===== src/design/clk_pwr_pkg.sv =====
// constants and register map for the clock and power mode controller
package clk_pwr_pkg;
   // register byte addresses (registers sit at word offsets on the bus)
   localparam int idx_ctrl0 = 6;
   localparam int idx_ctrl1 = 7;
   localparam int idx_protect = 10;
   localparam logic [11:0] addr_ctrl0 = 12'(idx_ctrl0 * 4);
   localparam logic [11:0] addr_ctrl1 = 12'(idx_ctrl1 * 4);
   localparam logic [11:0] addr_protect = 12'(idx_protect * 4);
   localparam logic [11:0] addr_clkout = 12'h100;
   localparam logic [11:0] addr_status = 12'h104;
   // control register 0 fields
   localparam int ctrl0_clkout_sel_lo = 0;
   localparam int ctrl0_wait_pclk_stop = 2;
   localparam int ctrl0_sub_osc_en = 4;
   localparam int ctrl0_main_stop = 5;
   localparam int ctrl0_div8 = 6;
   localparam int ctrl0_sub_sel = 7;
   // control register 1 fields
   localparam int ctrl1_all_stop = 0;
   localparam int ctrl1_div_lo = 6;
   localparam int ctrl1_div_hi = 7;
   localparam int protect_we = 0;
   localparam int clkout_start = 8;
   localparam logic [7:0] ctrl0_reset = 8'h48;
   localparam logic [7:0] ctrl1_reset = 8'h20;
   localparam logic [7:0] ctrl1_wmask = 8'he1;
   // clock output source select
   localparam logic [1:0] clkout_main = 2'h1;
   localparam logic [1:0] clkout_sub = 2'h2;
   localparam logic [1:0] clkout_divider = 2'h3;
   localparam logic [4:0] div32_last = 5'h1f;
   localparam logic [7:0] bclk_div1_last = 8'h00;
   localparam logic [7:0] bclk_div2_last = 8'h01;
   localparam logic [7:0] bclk_div4_last = 8'h03;
   localparam logic [7:0] bclk_div8_last = 8'h07;
   localparam logic [7:0] bclk_div16_last = 8'h0f;
   typedef enum logic [1:0] {
      pm_run,
      pm_wait,
      pm_stop
   } power_mode_t;
endpackage


===== src/design/system_clock_power_mode_control.sv =====
// system clock source, divider, power modes and clock output pin
//
// Design decisions made here: the register addresses and the APB interface to the registers.
`timescale 1ns/1ps
module system_clock_power_mode_control (
   input wire logic pclk,
   input wire logic presetn,
   input wire logic [11:0] paddr,
   input wire logic psel,
   input wire logic penable,
   input wire logic pwrite,
   input wire logic [31:0] pwdata,
   input wire logic [3:0] pstrb,
   output logic [31:0] prdata,
   output logic pready,
   output logic pslverr,
   input wire logic main_oscillator_input,
   input wire logic sub_oscillator_input,
   input wire logic wait_instruction,
   input wire logic wake_interrupt,
   output logic system_clock_enable,
   output logic peripheral_clock_enable,
   output logic sub_peripheral_clock_enable,
   output logic watchdog_clock_enable,
   output logic converter_clock_enable,
   output logic main_oscillator_enable,
   output logic sub_oscillator_enable,
   output logic main_peripheral_clock_div1,
   output logic main_peripheral_clock_div32,
   output logic sub_peripheral_clock_div1,
   output logic clock_output_pin,
   output logic port_hold,
   output logic interrupt_service_request
);
   typedef struct packed {
      logic [7:0] ctrl0;
      logic [7:0] ctrl1;
      logic [7:0] protect;
      logic [7:0] ratio;
      logic start;
      logic [7:0] count;
      logic div_out;
      logic [4:0] pre32;
      logic [7:0] bclk_cnt;
      logic bclk_en;
      clk_pwr_pkg::power_mode_t mode;
      logic pin;
      logic isr_req;
      logic [31:0] rdata;
      logic [2:0] main_sync;
      logic [2:0] sub_sync;
      logic main_lvl;
      logic sub_lvl;
   } state_t;

   state_t s, next_s;

   function automatic logic hit(input logic [11:0] a, input logic [11:0] b);
      hit = (a == b);
   endfunction

   logic access, wr, rd_ok, low_speed, sub_sel, div_tick, underflow, div8_on;
   logic main_rise, sub_rise;
   logic [1:0] out_sel;
   logic [7:0] bclk_last;

   always_comb begin
      access = psel && penable;
      wr = access && pwrite && pstrb[0];
      sub_sel = s.ctrl0[clk_pwr_pkg::ctrl0_sub_sel] && s.ctrl0[clk_pwr_pkg::ctrl0_sub_osc_en];
      low_speed = s.ctrl0[clk_pwr_pkg::ctrl0_sub_sel];
      out_sel = s.ctrl0[clk_pwr_pkg::ctrl0_clkout_sel_lo +: 2];
      div8_on = s.ctrl0[clk_pwr_pkg::ctrl0_div8];
      rd_ok = hit(paddr, clk_pwr_pkg::addr_ctrl0) || hit(paddr, clk_pwr_pkg::addr_ctrl1)
         || hit(paddr, clk_pwr_pkg::addr_protect) || hit(paddr, clk_pwr_pkg::addr_clkout)
         || hit(paddr, clk_pwr_pkg::addr_status);
      // one-cycle marks of an accepted rising edge of each oscillator
      main_rise = !s.main_lvl && s.main_sync[2] && s.main_sync[1];
      sub_rise = !s.sub_lvl && s.sub_sync[2] && s.sub_sync[1];
      if (div8_on) begin
         bclk_last = clk_pwr_pkg::bclk_div8_last;
      end else begin
         case (s.ctrl1[clk_pwr_pkg::ctrl1_div_hi -: 2])
            2'b00: bclk_last = clk_pwr_pkg::bclk_div1_last;
            2'b01: bclk_last = clk_pwr_pkg::bclk_div2_last;
            2'b10: bclk_last = clk_pwr_pkg::bclk_div4_last;
            default: bclk_last = clk_pwr_pkg::bclk_div16_last;
         endcase
      end
      div_tick = (s.pre32 == clk_pwr_pkg::div32_last) && main_rise;
      underflow = s.start && div_tick && (s.count == 8'h00);
   end

   always_comb begin
      next_s = s;
      next_s.main_sync = {s.main_sync[1:0], main_oscillator_input};
      next_s.sub_sync = {s.sub_sync[1:0], sub_oscillator_input};
      if (s.main_sync[2] == s.main_sync[1]) begin
         next_s.main_lvl = s.main_sync[2];
      end
      if (s.sub_sync[2] == s.sub_sync[1]) begin
         next_s.sub_lvl = s.sub_sync[2];
      end
      next_s.isr_req = 1'b0;
      // register writes
      if (wr) begin
         if (hit(paddr, clk_pwr_pkg::addr_protect)) begin
            next_s.protect = pwdata[7:0];
         end
         if (s.protect[clk_pwr_pkg::protect_we]) begin
            if (hit(paddr, clk_pwr_pkg::addr_ctrl0)) begin
               next_s.ctrl0 = pwdata[7:0];
            end
            if (hit(paddr, clk_pwr_pkg::addr_ctrl1)) begin
               next_s.ctrl1 = pwdata[7:0] & clk_pwr_pkg::ctrl1_wmask;
            end
         end
         if (hit(paddr, clk_pwr_pkg::addr_clkout)) begin
            next_s.ratio = pwdata[7:0];
            next_s.start = pwdata[clk_pwr_pkg::clkout_start];
         end
      end
      // power mode sequencing
      case (s.mode)
         clk_pwr_pkg::pm_run: begin
            if (s.ctrl1[clk_pwr_pkg::ctrl1_all_stop]) begin
               next_s.mode = clk_pwr_pkg::pm_stop;
               if (!low_speed) begin
                  next_s.ctrl0[clk_pwr_pkg::ctrl0_div8] = 1'b1;
               end
            end else if (wait_instruction) begin
               next_s.mode = clk_pwr_pkg::pm_wait;
            end
         end
         clk_pwr_pkg::pm_wait: begin
            if (wake_interrupt) begin
               next_s.mode = clk_pwr_pkg::pm_run;
               next_s.isr_req = 1'b1;
            end
         end
         clk_pwr_pkg::pm_stop: begin
            if (wake_interrupt) begin
               next_s.mode = clk_pwr_pkg::pm_run;
               next_s.isr_req = 1'b1;
               next_s.ctrl1[clk_pwr_pkg::ctrl1_all_stop] = 1'b0;
            end
         end
         default: next_s.mode = clk_pwr_pkg::pm_run;
      endcase
      // divider clocks run except in stop or with the main oscillator stopped; peripheral gating in wait
      if (s.mode != clk_pwr_pkg::pm_stop
         && !(s.mode == clk_pwr_pkg::pm_wait && s.ctrl0[clk_pwr_pkg::ctrl0_wait_pclk_stop])
         && !s.ctrl0[clk_pwr_pkg::ctrl0_main_stop]) begin
         if (main_rise) begin
            next_s.pre32 = 5'(s.pre32 + 5'h01);
         end
         if (s.start && div_tick) begin
            if (s.count == 8'h00) begin
               next_s.count = s.ratio;
               next_s.div_out = ~s.div_out;
            end else begin
               next_s.count = 8'(s.count - 8'h01);
            end
         end
      end
      if (!s.start) begin
         next_s.count = s.ratio;
      end
      // system clock enable pulse from divider, or from sub oscillator edges when sub clock is selected
      next_s.bclk_en = 1'b0;
      if (s.mode == clk_pwr_pkg::pm_run) begin
         if (sub_sel) begin
            next_s.bclk_en = sub_rise;
         end else if (main_rise) begin
            if (s.bclk_cnt >= bclk_last) begin
               next_s.bclk_cnt = 8'h00;
               next_s.bclk_en = 1'b1;
            end else begin
               next_s.bclk_cnt = 8'(s.bclk_cnt + 8'h01);
            end
         end
      end
      // clock output pin
      case (s.mode)
         clk_pwr_pkg::pm_stop: begin
            if (out_sel == clk_pwr_pkg::clkout_sub) begin
               next_s.pin = 1'b1;
            end
         end
         clk_pwr_pkg::pm_wait: begin
            if (out_sel == clk_pwr_pkg::clkout_sub) begin
               next_s.pin = s.sub_lvl;
            end else if (!s.ctrl0[clk_pwr_pkg::ctrl0_wait_pclk_stop]) begin
               next_s.pin = (out_sel == clk_pwr_pkg::clkout_main) ? s.main_lvl : s.div_out;
            end
         end
         default: begin
            case (out_sel)
               clk_pwr_pkg::clkout_main: next_s.pin = s.main_lvl;
               clk_pwr_pkg::clkout_sub: next_s.pin = s.sub_lvl;
               clk_pwr_pkg::clkout_divider: next_s.pin = s.div_out;
               default: next_s.pin = 1'b0;
            endcase
         end
      endcase
      // read data
      next_s.rdata = 32'h00000000;
      if (psel && !penable && !pwrite) begin
         if (hit(paddr, clk_pwr_pkg::addr_ctrl0)) begin
            next_s.rdata = {24'h000000, s.ctrl0};
         end else if (hit(paddr, clk_pwr_pkg::addr_ctrl1)) begin
            next_s.rdata = {24'h000000, s.ctrl1};
         end else if (hit(paddr, clk_pwr_pkg::addr_protect)) begin
            next_s.rdata = {24'h000000, s.protect};
         end else if (hit(paddr, clk_pwr_pkg::addr_clkout)) begin
            next_s.rdata = {23'h000000, s.start, s.ratio};
         end else if (hit(paddr, clk_pwr_pkg::addr_status)) begin
            next_s.rdata = {20'h00000, s.count, s.div_out, 1'b0, s.mode};
         end
      end
   end

   always_ff @(posedge pclk or negedge presetn) begin
      if (!presetn) begin
         s <= '0;
         s.ctrl0 <= clk_pwr_pkg::ctrl0_reset;
         s.ctrl1 <= clk_pwr_pkg::ctrl1_reset;
         s.mode <= clk_pwr_pkg::pm_run;
      end else begin
         s <= next_s;
      end
   end

   assign pready = 1'b1;
   assign pslverr = access && !rd_ok;
   assign prdata = s.rdata;
   assign system_clock_enable = s.bclk_en;
   assign peripheral_clock_enable = !s.ctrl0[clk_pwr_pkg::ctrl0_main_stop]
      && ((s.mode == clk_pwr_pkg::pm_run)
      || (s.mode == clk_pwr_pkg::pm_wait && !s.ctrl0[clk_pwr_pkg::ctrl0_wait_pclk_stop]));
   assign sub_peripheral_clock_enable = (s.mode != clk_pwr_pkg::pm_stop);
   assign watchdog_clock_enable = (s.mode == clk_pwr_pkg::pm_run);
   assign converter_clock_enable = peripheral_clock_enable && !s.ctrl0[clk_pwr_pkg::ctrl0_main_stop];
   assign main_oscillator_enable = (s.mode != clk_pwr_pkg::pm_stop)
      && !s.ctrl0[clk_pwr_pkg::ctrl0_main_stop];
   assign sub_oscillator_enable = (s.mode != clk_pwr_pkg::pm_stop)
      && s.ctrl0[clk_pwr_pkg::ctrl0_sub_osc_en];
   assign main_peripheral_clock_div1 = s.main_lvl && peripheral_clock_enable;
   assign main_peripheral_clock_div32 = div_tick && peripheral_clock_enable;
   assign sub_peripheral_clock_div1 = s.sub_lvl && sub_peripheral_clock_enable;
   assign clock_output_pin = s.pin;
   assign port_hold = (s.mode != clk_pwr_pkg::pm_run);
   assign interrupt_service_request = s.isr_req;
   logic unused;
   assign unused = underflow ^ (|pwdata[31:9]) ^ (|pstrb[3:1]);
endmodule // system_clock_power_mode_control


===== config.mk =====
export PLATFORM = sky130hd
export DESIGN_NAME = system_clock_power_mode_control
export DESIGN_NICKNAME = d
export VERILOG_FILES = /design/src/design/clk_pwr_pkg.sv /design/src/design/system_clock_power_mode_control.sv
export SDC_FILE = /design/constraint.sdc
export NUM_CORES = 1
export LEC_CHECK = 0
export ABC_AREA = 1
export BUFFER_PORTS_ARGS = -buffer_cell sky130_fd_sc_hd__clkbuf_2
export CELL_PAD_IN_SITES_DETAIL_PLACEMENT = 1
export CELL_PAD_IN_SITES_GLOBAL_PLACEMENT = 1
export CORE_ASPECT_RATIO = 1.1
export CORE_MARGIN = 10
export CORE_UTILIZATION = 42
export DETAILED_ROUTE_END_ITERATION = 8
export PLACE_DENSITY = 0.95
export REMOVE_ABC_BUFFERS = 1
export SLEW_MARGIN = 20
export SYNTH_ARGS = -nofsm -noshare
export SYNTH_HDL_FRONTEND = slang
export SYNTH_SLANG_ARGS = --single-unit

===== constraint.sdc =====
create_clock -name pclk -period 4.09 [get_ports pclk]
set_clock_uncertainty 0.2 [all_clocks]
set_input_delay 1.0225 -clock pclk [delete_from_list [all_inputs] [get_ports pclk]]
set_output_delay 1.0225 -clock pclk [all_outputs]
set_load 0.005 [all_outputs]

## Yosys cells after proc, flatten, opt, wreduce, memory -nomap -nowiden

Cells that the tools add are included.

- Flip-flop bits (word level): 96
- Latch bits: 0
- Bits in read-only memories: 0
- Memories: 0
- Input bits: 57
- Bits in writable memories: 0

- Bitwise gates (word level): 2
- Reduce and logical (&&, ||, !) cells: 52
- Equal/unequal tests: 22
- Shift operators: 0
- Magnitude comparators: 1
- Add/subtract/negate cells: 3
- Muxes and demuxes: 42
- Divide/modulo/power cells: 0
- $mul: 0

Operators with widths:

| cell | count |
|---|---|
| 12-bit two-way mux | 6 |
| 8-bit two-way mux | 6 |
| 32-bit two-way mux | 1 |
| 12-bit by 5-bit equality test with 1-bit output, second input constant | 2 |
| 12-bit by 9-bit equality test with 1-bit output, second input constant | 2 |
| 1-bit logical AND | 24 |
| 9-bit two-way mux | 2 |
| 1-bit two-way mux | 16 |
| 15-bit two-way mux | 1 |
| 14-bit two-way mux | 1 |
| 12-bit by 6-bit equality test with 1-bit output, second input constant | 1 |
| 4-bit one-hot mux with 3 select lines | 1 |
| 2-bit AND reduction | 6 |
| 3-bit AND reduction | 4 |
| 8-bit by 1-bit adder with 8-bit output, second input constant | 1 |
| 2-bit equality test, second input constant | 4 |
| 8-bit >= comparator | 1 |
| 1-bit zero test | 8 |
| 8-bit zero test | 1 |
| 8-bit by 1-bit subtractor with 8-bit output, second input constant | 1 |
| 7-bit two-way mux | 1 |
| 2-bit by 1-bit equality test with 1-bit output, second input constant | 3 |
| 2-bit two-way mux | 3 |
| 2-bit by 1-bit inequality test with 1-bit output, second input constant | 3 |
| 15 further kinds | 23 |

## Logic depth before layout (Yosys ltp)

Gate-level depths: netlist of the first run.

- Depth after elaboration: 8
- Gate-level depth with buffers: 11

## Worst setup path before layout of the first run

OpenSTA, ideal clock, no wires.

- Kind: input port to output port
- Start: input port paddr[8]
- End: output port pslverr
- Required time: 2868 ps
- Path slack: 1077 ps
- Arrival: 1790 ps
- Cell stages on the path: 7
- Cells stage by stage: inv_1 nand3_1 nor2_4 nand2_1 buf_2 nand3_1 nor3_1

- Word-level cells in the longest chain between the ends: 7
- Elaborated cells on any way between the ends: 11
- Classes of those cells: eq/ne (5); reduce/logical (6)

RTL lines:

| element | line | source |
|---|---|---|
| start: declaration | system_clock_power_mode_control.sv:8 | `input wire logic [11:0] paddr,` |
| 12-bit by 5-bit equality test with 1-bit output | system_clock_power_mode_control.sv:59 | `hit = (a == b);` |
| 1-bit logical OR | system_clock_power_mode_control.sv:74 | `rd_ok = hit(paddr, clk_pwr_pkg::addr_ctrl0) \|\| hit(paddr, clk_pwr_pkg::addr_ctrl1)` |
| 1-bit logical OR (2 in a row) | system_clock_power_mode_control.sv:75 | `\|\| hit(paddr, clk_pwr_pkg::addr_protect) \|\| hit(paddr, clk_pwr_pkg::addr_clkout)` |
| 1-bit logical OR * | system_clock_power_mode_control.sv:76 | `\|\| hit(paddr, clk_pwr_pkg::addr_status);` |
| 1-bit zero test * | system_clock_power_mode_control.sv:235 | `assign pslverr = access && !rd_ok;` |
| 1-bit logical AND * | system_clock_power_mode_control.sv:235 |  |
| end: declaration | system_clock_power_mode_control.sv:16 | `output logic pslverr,` |

Every way passes the cells marked *; elsewhere a longest branch is shown, timed or not.

## Worst setup path in the final report of the first run

Same ends and word-level chain as after synthesis.

==> run_results.csv, run 1 <==
group,metric,value,unit
floorplanning,fp.coreArea,9889,sq um
yosys,synth_cell_types,43,
layout,drive_above_1_share,19.68,%
yosys,synth.area.top_cells,"dfrtp_1, nand2_1, buf_4, inv_1, o21ai_0",
timing,final_max_slew_viol_count,0,
yosys,synth-edff-count,0,
critical_path,cp-startpoint,"paddr[8]",
grt,grt_pass1_wl,19950,microns
timing,relSlewSlack,34.62,%
timing,rsz0062_at_grt,"no",
floorplanning,die_x,116.2,microns
yosys,syn_avg_cell_area,8.290,sq um
yosys,yosysWarnings,0,
pwr,internal-power,1.299,mW
detailed_routing,dr.pass1.iters,4,
clock_network,htreeDepth,3,
critical_path,worstPathArrival,2.16,ns
floorplanning,start_util,43.26,%
placement,portBuffers,56,
yosys,yosys.area.top_type_share,42.70,%
layout,diodes,0,
pwr,clock_power_share,31.3,%
yosys,synth.most_common_cell,"nand2_1",
yosys,synth_flop_cell,"dfrtp_1",
detailed_routing,avgViaCountPerCell,5.257,
clock_network,cts_root_buf,"clkbuf_8",
critical_path,path_buf_inv,4,
floorplanning,die_area,14630,sq um
clock_network,clock_latency,0.37,ns
yosys,synthCells,516,
detailed_routing,wire_per_inst,17.81,microns
pwr,p_sw_share,33.07,%
worst_hold_path,min_from,"next_s[3]",
clock_network,cts_hold_buf,0,
floorplanning,io_pins,104,
run_status,status,"completed",
timing,hold_viol,0,
yosys,ys_seq_elements,76,
detailed_routing,drc,0,
timing,finalSetupViolations,0,
grt,antenna_found_initial,0,
clock_network,clk_pin_slew_worst_paths,0.08,ns
pwr,power,1.940,mW
clock_network,cts.sinks,76,
grt,grtUsageTotal,17.18,%
layout,fin_nets,633,
critical_path,slowest_delay,0.22,ns
critical_path,worst_setup_path_end_kind,"primary output",
clock_network,cts_buffers,9,
floorplanning,die_y,125.9,microns
critical_path,cp_cell_sequence,"clkbuf_2 -> inv_1 -> nor2_1 -> nand2_1 -> nor2_2 -> nand2_1 -> inv_1 -> nor3_1 -> clkbuf_2",
detailed_routing,drt_iter0_markers,252,
yosys,async_flop_share,100.0,%
timing,worstMarginPinSlew,0.9807,ns
placement,routabilityCongestion,0.8762,
critical_path,cp_top_family,"simple AND/OR/NAND/NOR gates",
yosys,synth.cell_area,4278,sq um
timing,max_freq,0.2958,GHz
pwr,p_comb_share,23.5,%
yosys,synth-seq-area-share,44.55,%
critical_path,start_kind,"input port",
timing,min_period,3.381,ns
pwr,ir_drop,0.1701,mV
critical_path,reg2reg_from,"s[42]",
clock_network,postCtsSetupBuffers,0,
worst_hold_path,hold_class,"flop to flop",
detailed_routing,route.vias.total,3622,
timing,timing.final.crit_share,82.66,%
yosys,synth.largest_area_cell,"dfrtp_1",
placement,hpwl,9580,microns
clock_network,cts_tree,"yes",
job,max-cap-violations,0,
pwr,seqPwrFrac,45.1,%
grt,first_global_vias,3958,
critical_path,worst-setup-path-type,"input port to primary output",
pwr,p_leak,2.467,nW
detailed_routing,ant_nets,0,
critical_path,worstPathRequired,2.87,ns
yosys,synth_common_cells,"nand2_1, dfrtp_1, inv_1",
timing,finalSetupTns,0,ns
clock_network,postCtsResizedCells,0,
critical_path,crit_path_top_delay_cell,"nor3_1",
clock_network,clk_path_buf_depth,2,
critical_path,crit_path_max_fanout,5,
pwr,powerDensity,412.3,nW/um^2
detailed_routing,wirelength,12270,microns
floorplanning,rows,38,
grt,grt_max_degree,77,
grt,grt_overflow,0,
pwr,p_sw,641.8,uW
layout,fillers,1220,
layout,area_growth,10.03,%
[layer usage]
| metal | global-route usage (%) | vias to the layer above | part of all wire, % |
|---|---|---|---|
| met3 | 3.656 | 33 | 5.1 |
| met2 | 30.31 | 101 | 53 |
| met5 | 0 | - | 0 |
| met1 | 18.57 | 1798 | 39 |
| met4 | 9.138 | 0 | 3.2 |
| li1 | - | 1690 | - |
[power groups by stage]
stage               clock network [mW]  logic (mW)  registers (mW)
finish                           0.608       0.457           0.876
global route                     0.652       0.518           0.882
CTS                              0.615       0.461           0.875
detailed placement                   0       0.456           0.890
global placement                     0       0.410           0.880
floorplan                            0       0.279           0.870
[sequential cells by signal, summed over array words and instances (netlist names)]
register,flops
out_sel,2
low_speed,1
system_clock_enable,1
div8_on,1
interrupt_service_request,1
s,53
prdata,12
clock_output_pin,1
next_s,4
[cell type report]
class                   count  area [sq um]  area share (%)
clock buffers              11         151.4           3.216
clock inverters             5         58.81           1.249
inverters                  72         271.5           5.768
multi-input cells         348          1879           39.93
flip-flops and latches     76          1906           40.48
well taps                 120         150.1           3.190
repair buffers             57         290.3           6.167
[final timing paths]
kind,end,slack [ns],cells past startpoint
min,next_s[4],0.15,0
min reg2reg,next_s[4],0.15,0
max,pslverr,0.71,9
min in group asynchronous,prdata[8],0.59,1
max in group asynchronous,s[74],2.45,1
max reg2reg,s[49],1.70,8
[stage by stage]
stage | util [%] | setup WS [ns] | hold slack (ns) | instance area [sq um] | cells
2_1_floorplan | - | 1.107 | 0.1312 | 4056 | 496
3_3_place_gp | 45.47 | 0.7566 | 0.1326 | 4497 | 673
3_5_place_dp | 45.47 | 0.7104 | 0.1389 | 4497 | 673
4_1_cts | 47.60 | 0.7166 | 0.1550 | 4707 | 689
5_1_grt | 47.60 | 0.6079 | 0.1576 | 4707 | 689
6_report | 47.60 | 0.7093 | 0.1522 | 4707 | 689
[cell usage in the layout (no fill, tap or decap), types with 7 or more instances in the layout]
| cell | netlist | layout |
|---|---|---|
| ha_1 | 12 | 12 |
| dfrtp_1 | 73 | 73 |
| conb_1 | 2 | 21 |
| a21oi_1 | 15 | 15 |
| nor2_1 | 33 | 33 |
| nor3_1 | 8 | 8 |
| nor2_4 | 7 | 7 |
| inv_1 | 65 | 65 |
| o21ai_0 | 34 | 34 |
| nand3_1 | 23 | 23 |
| nand2_1 | 119 | 119 |
| o21ai_1 | 14 | 14 |
| clkbuf_8 | 0 | 11 |
| xor2_1 | 7 | 7 |
| clkbuf_2 | 0 | 55 |
[logic make-up after synthesis]
kind of cell               Yosys count  share of synthesized area, %
and+or+nand+nor                    216                         24.33
buffers and inverters              111                         13.19
AOI/OAI and AO/OA                   87                         11.58
DFF                                 76                         44.55
adders and majority gates           13                         3.744
xor gates and xnor gates             8                         1.638
muxes                                3                        0.7896
other                                2                        0.1756
(Power assumes the default switching activity.)
==> run 2: changes to the inputs <==
Settings changed: ABC_AREA 1 to 0, CORE_UTILIZATION 42 to 41, PLACE_DENSITY 0.95 to 0.91.
Clock period 4.09 ns to 3.51 ns, I/O delays scaled along.
==> run_results.csv, run 2 <==
group,metric,value,unit
grt,grtUsageTotal,16.13,%
yosys,yosys.area.top_type_share,44.19,%
timing,relSlewSlack,36.25,%
detailed_routing,wirelength,11220,microns
critical_path,worstPathArrival,1.97,ns
pwr,clock_power_share,32.3,%
worst_hold_path,min_from,"next_s[6]",
placement,routabilityCongestion,0.8117,
pwr,ir_drop,0.1557,mV
yosys,synth_cell_types,57,
yosys,syn_avg_cell_area,10.52,sq um
run_status,status,"completed",
worst_hold_path,hold_class,"flop to flop",
pwr,seqPwrFrac,50.1,%
timing,min_period,3.045,ns
yosys,synth.most_common_cell,"dfrtp_1",
pwr,p_leak,2.240,nW
detailed_routing,wire_per_inst,19.80,microns
detailed_routing,route.vias.total,3214,
layout,area_growth,10.59,%
grt,first_global_vias,3577,
timing,rsz0062_at_grt,"no",
detailed_routing,ant_nets,0,
yosys,synth.area.top_cells,"dfrtp_1, mux2_2, buf_4, nand2_1, ha_1",
floorplanning,die_x,115.7,microns
yosys,synth-seq-area-share,46.10,%
yosys,yosysWarnings,0,
pwr,internal-power,1.420,mW
timing,finalSetupViolations,0,
placement,hpwl,8577,microns
critical_path,worst-setup-path-type,"input port to primary output",
grt,grt_overflow,0,
layout,most-common-layout-cells,"dfrtp_1, clkbuf_2, nand2_1",
clock_network,postCtsSetupBuffers,0,
layout,drive_above_1_share,25.95,%
critical_path,start_kind,"input port",
critical_path,reg2reg_depth,7,
grt,grt_pass1_wl,18580,microns
clock_network,clk_pin_slew_worst_paths,0.07,ns
clock_network,clock_latency,0.36,ns
layout,instances_no_fill,567,
pwr,powerDensity,438.5,nW/um^2
detailed_routing,drt_iter0_markers,147,
timing,hold_viol,0,
critical_path,cp-startpoint,"paddr[2]",
critical_path,worstPathRequired,2.43,ns
critical_path,reg2reg_from,"s[42]",
clock_network,cts_hold_buf,0,
timing,fin_worst_hold_slack,0.1507,ns
pwr,p_sw,584.4,uW
layout,post-route-cell-area,4572,sq um
layout,max_flop_register,"s",
placement,portBuffers,56,
timing,timing.final.crit_share,86.74,%
floorplanning,rows,38,
critical_path,reg2reg_to,"s[60]",
timing,worstMarginPinSlew,0.9563,ns
clock_network,htreeDepth,3,
grt,antenna_found_initial,0,
floorplanning,die_y,125.3,microns
yosys,synth-edff-count,0,
placement,place_area,4380,sq um
clock_network,cts_buffers,9,
detailed_routing,avgViaCountPerCell,5.668,
critical_path,ff2ff_setup_slack,0.90,ns
timing,max_freq,0.3284,GHz
grt,grt_max_degree,77,
yosys,synthCells,393,
layout,diodes,0,
clock_network,clk_path_buf_depth,2,
job,max-cap-violations,0,
yosys,async_flop_share,100.0,%
clock_network,cts_root_buf,"clkbuf_8",
critical_path,worst_setup_path_end_kind,"primary output",
layout,fillers,1116,
critical_path,crit_path_max_fanout,7,
pwr,p_comb_share,17.6,%
yosys,synth.largest_area_cell,"dfrtp_1",
detailed_routing,dr.pass1.iters,6,
clock_network,cts_tree,"yes",
clock_network,postCtsResizedCells,0,
yosys,ys_seq_elements,76,
yosys,synth_flop_cell,"dfrtp_1",
floorplanning,io_pins,104,
placement,dp.cells,551,
timing,final_max_slew_viol_count,0,
floorplanning,fp.coreArea,9842,sq um
detailed_routing,drc,0,
layout,mostFrequentLayoutCell,"dfrtp_1",
worst_hold_path,holdPathEnd,"next_s[7]",
clock_network,cts.sinks,76,
timing,finalSetupTns,0,ns
yosys,synth.cell_area,4134,sq um
yosys,synth_common_cells,"dfrtp_1, nand2_1, buf_4",
layout,largest_reg_flops,53,
layout,fin_nets,511,
floorplanning,start_util,42.00,%
worst_hold_path,hold_depth,0,
pwr,p_sw_share,29.15,%
layout,fin_util,46.45,%
floorplanning,die_area,14500,sq um
## run 2: power groups by stage
stage                     registers (mW)  clock network [mW]  logic, mW
after CTS                           1.01               0.663      0.358
after global routing                1.01               0.700      0.401
after floorplan                    0.999                   0      0.209
after detailed placement            1.02                   0      0.356
final                               1.00               0.648      0.352
after global placement              1.01                   0      0.332
## run 2: critical path: stages
cell	delay, ns
clkbuf_2	0.18
nor3b_2	0.23
and2_1	0.21
nor2_1	0.07
o21ai_0	0.17
a31oi_1	0.10
clkbuf_2	0.13
## run 2: logic make-up (layout without fill, tap and decap cells)
group / count (synthesis) / in the layout / share of synthesized area (%)
adders and majority gates: 13 / 13 / 3.874
AOI/OAI and AO/OA: 70 / 70 / 11.44
DFF: 76 / 76 / 46.10
muxes: 40 / 40 / 10.53
and+or+nand+nor: 131 / 131 / 18.22
other: 2 / 21 / 0.1817
buffers and inverters: 53 / 88 / 7.960
xor gates and xnor gates: 8 / 8 / 1.695
## run 2: worst max path at each step
stage,end,cells after the start
2_1_floorplan,pslverr,5
3_3_place_gp,pslverr,7
3_5_place_dp,pslverr,7
4_1_cts,main_peripheral_clock_div32,6
5_1_grt,main_peripheral_clock_div32,6
6_report,pslverr,7
## run 2: metrics by stage
step           power [mW]  setup slack (ns)
4_1_cts             2.026            0.4377
5_1_grt             2.115            0.2983
3_3_place_gp        1.346            0.5133
3_5_place_dp        1.377            0.4707
2_1_floorplan       1.208            0.7619
6_report            2.005            0.4653
## run 2: final cells by class
class                   count  area, sq um  share of cell area (%)
multi-input cells         283         1971                   43.10
well taps                 120        150.1                   3.284
clock buffers              15        186.4                   4.078
repair buffers             59        305.3                   6.678
flip-flops and latches     76         1906                   41.68
inverters                  13        48.80                   1.067
clock inverters             1        5.005                  0.1095
## run 2: per-layer routing
layer  GRT usage (%)  wire, microns  vias up
met5               0              0        -
met2           29.04           6052       80
met1           17.36           4333     1650
met4           7.590            297        0
met3           3.539            541       24
li1                -              -     1460
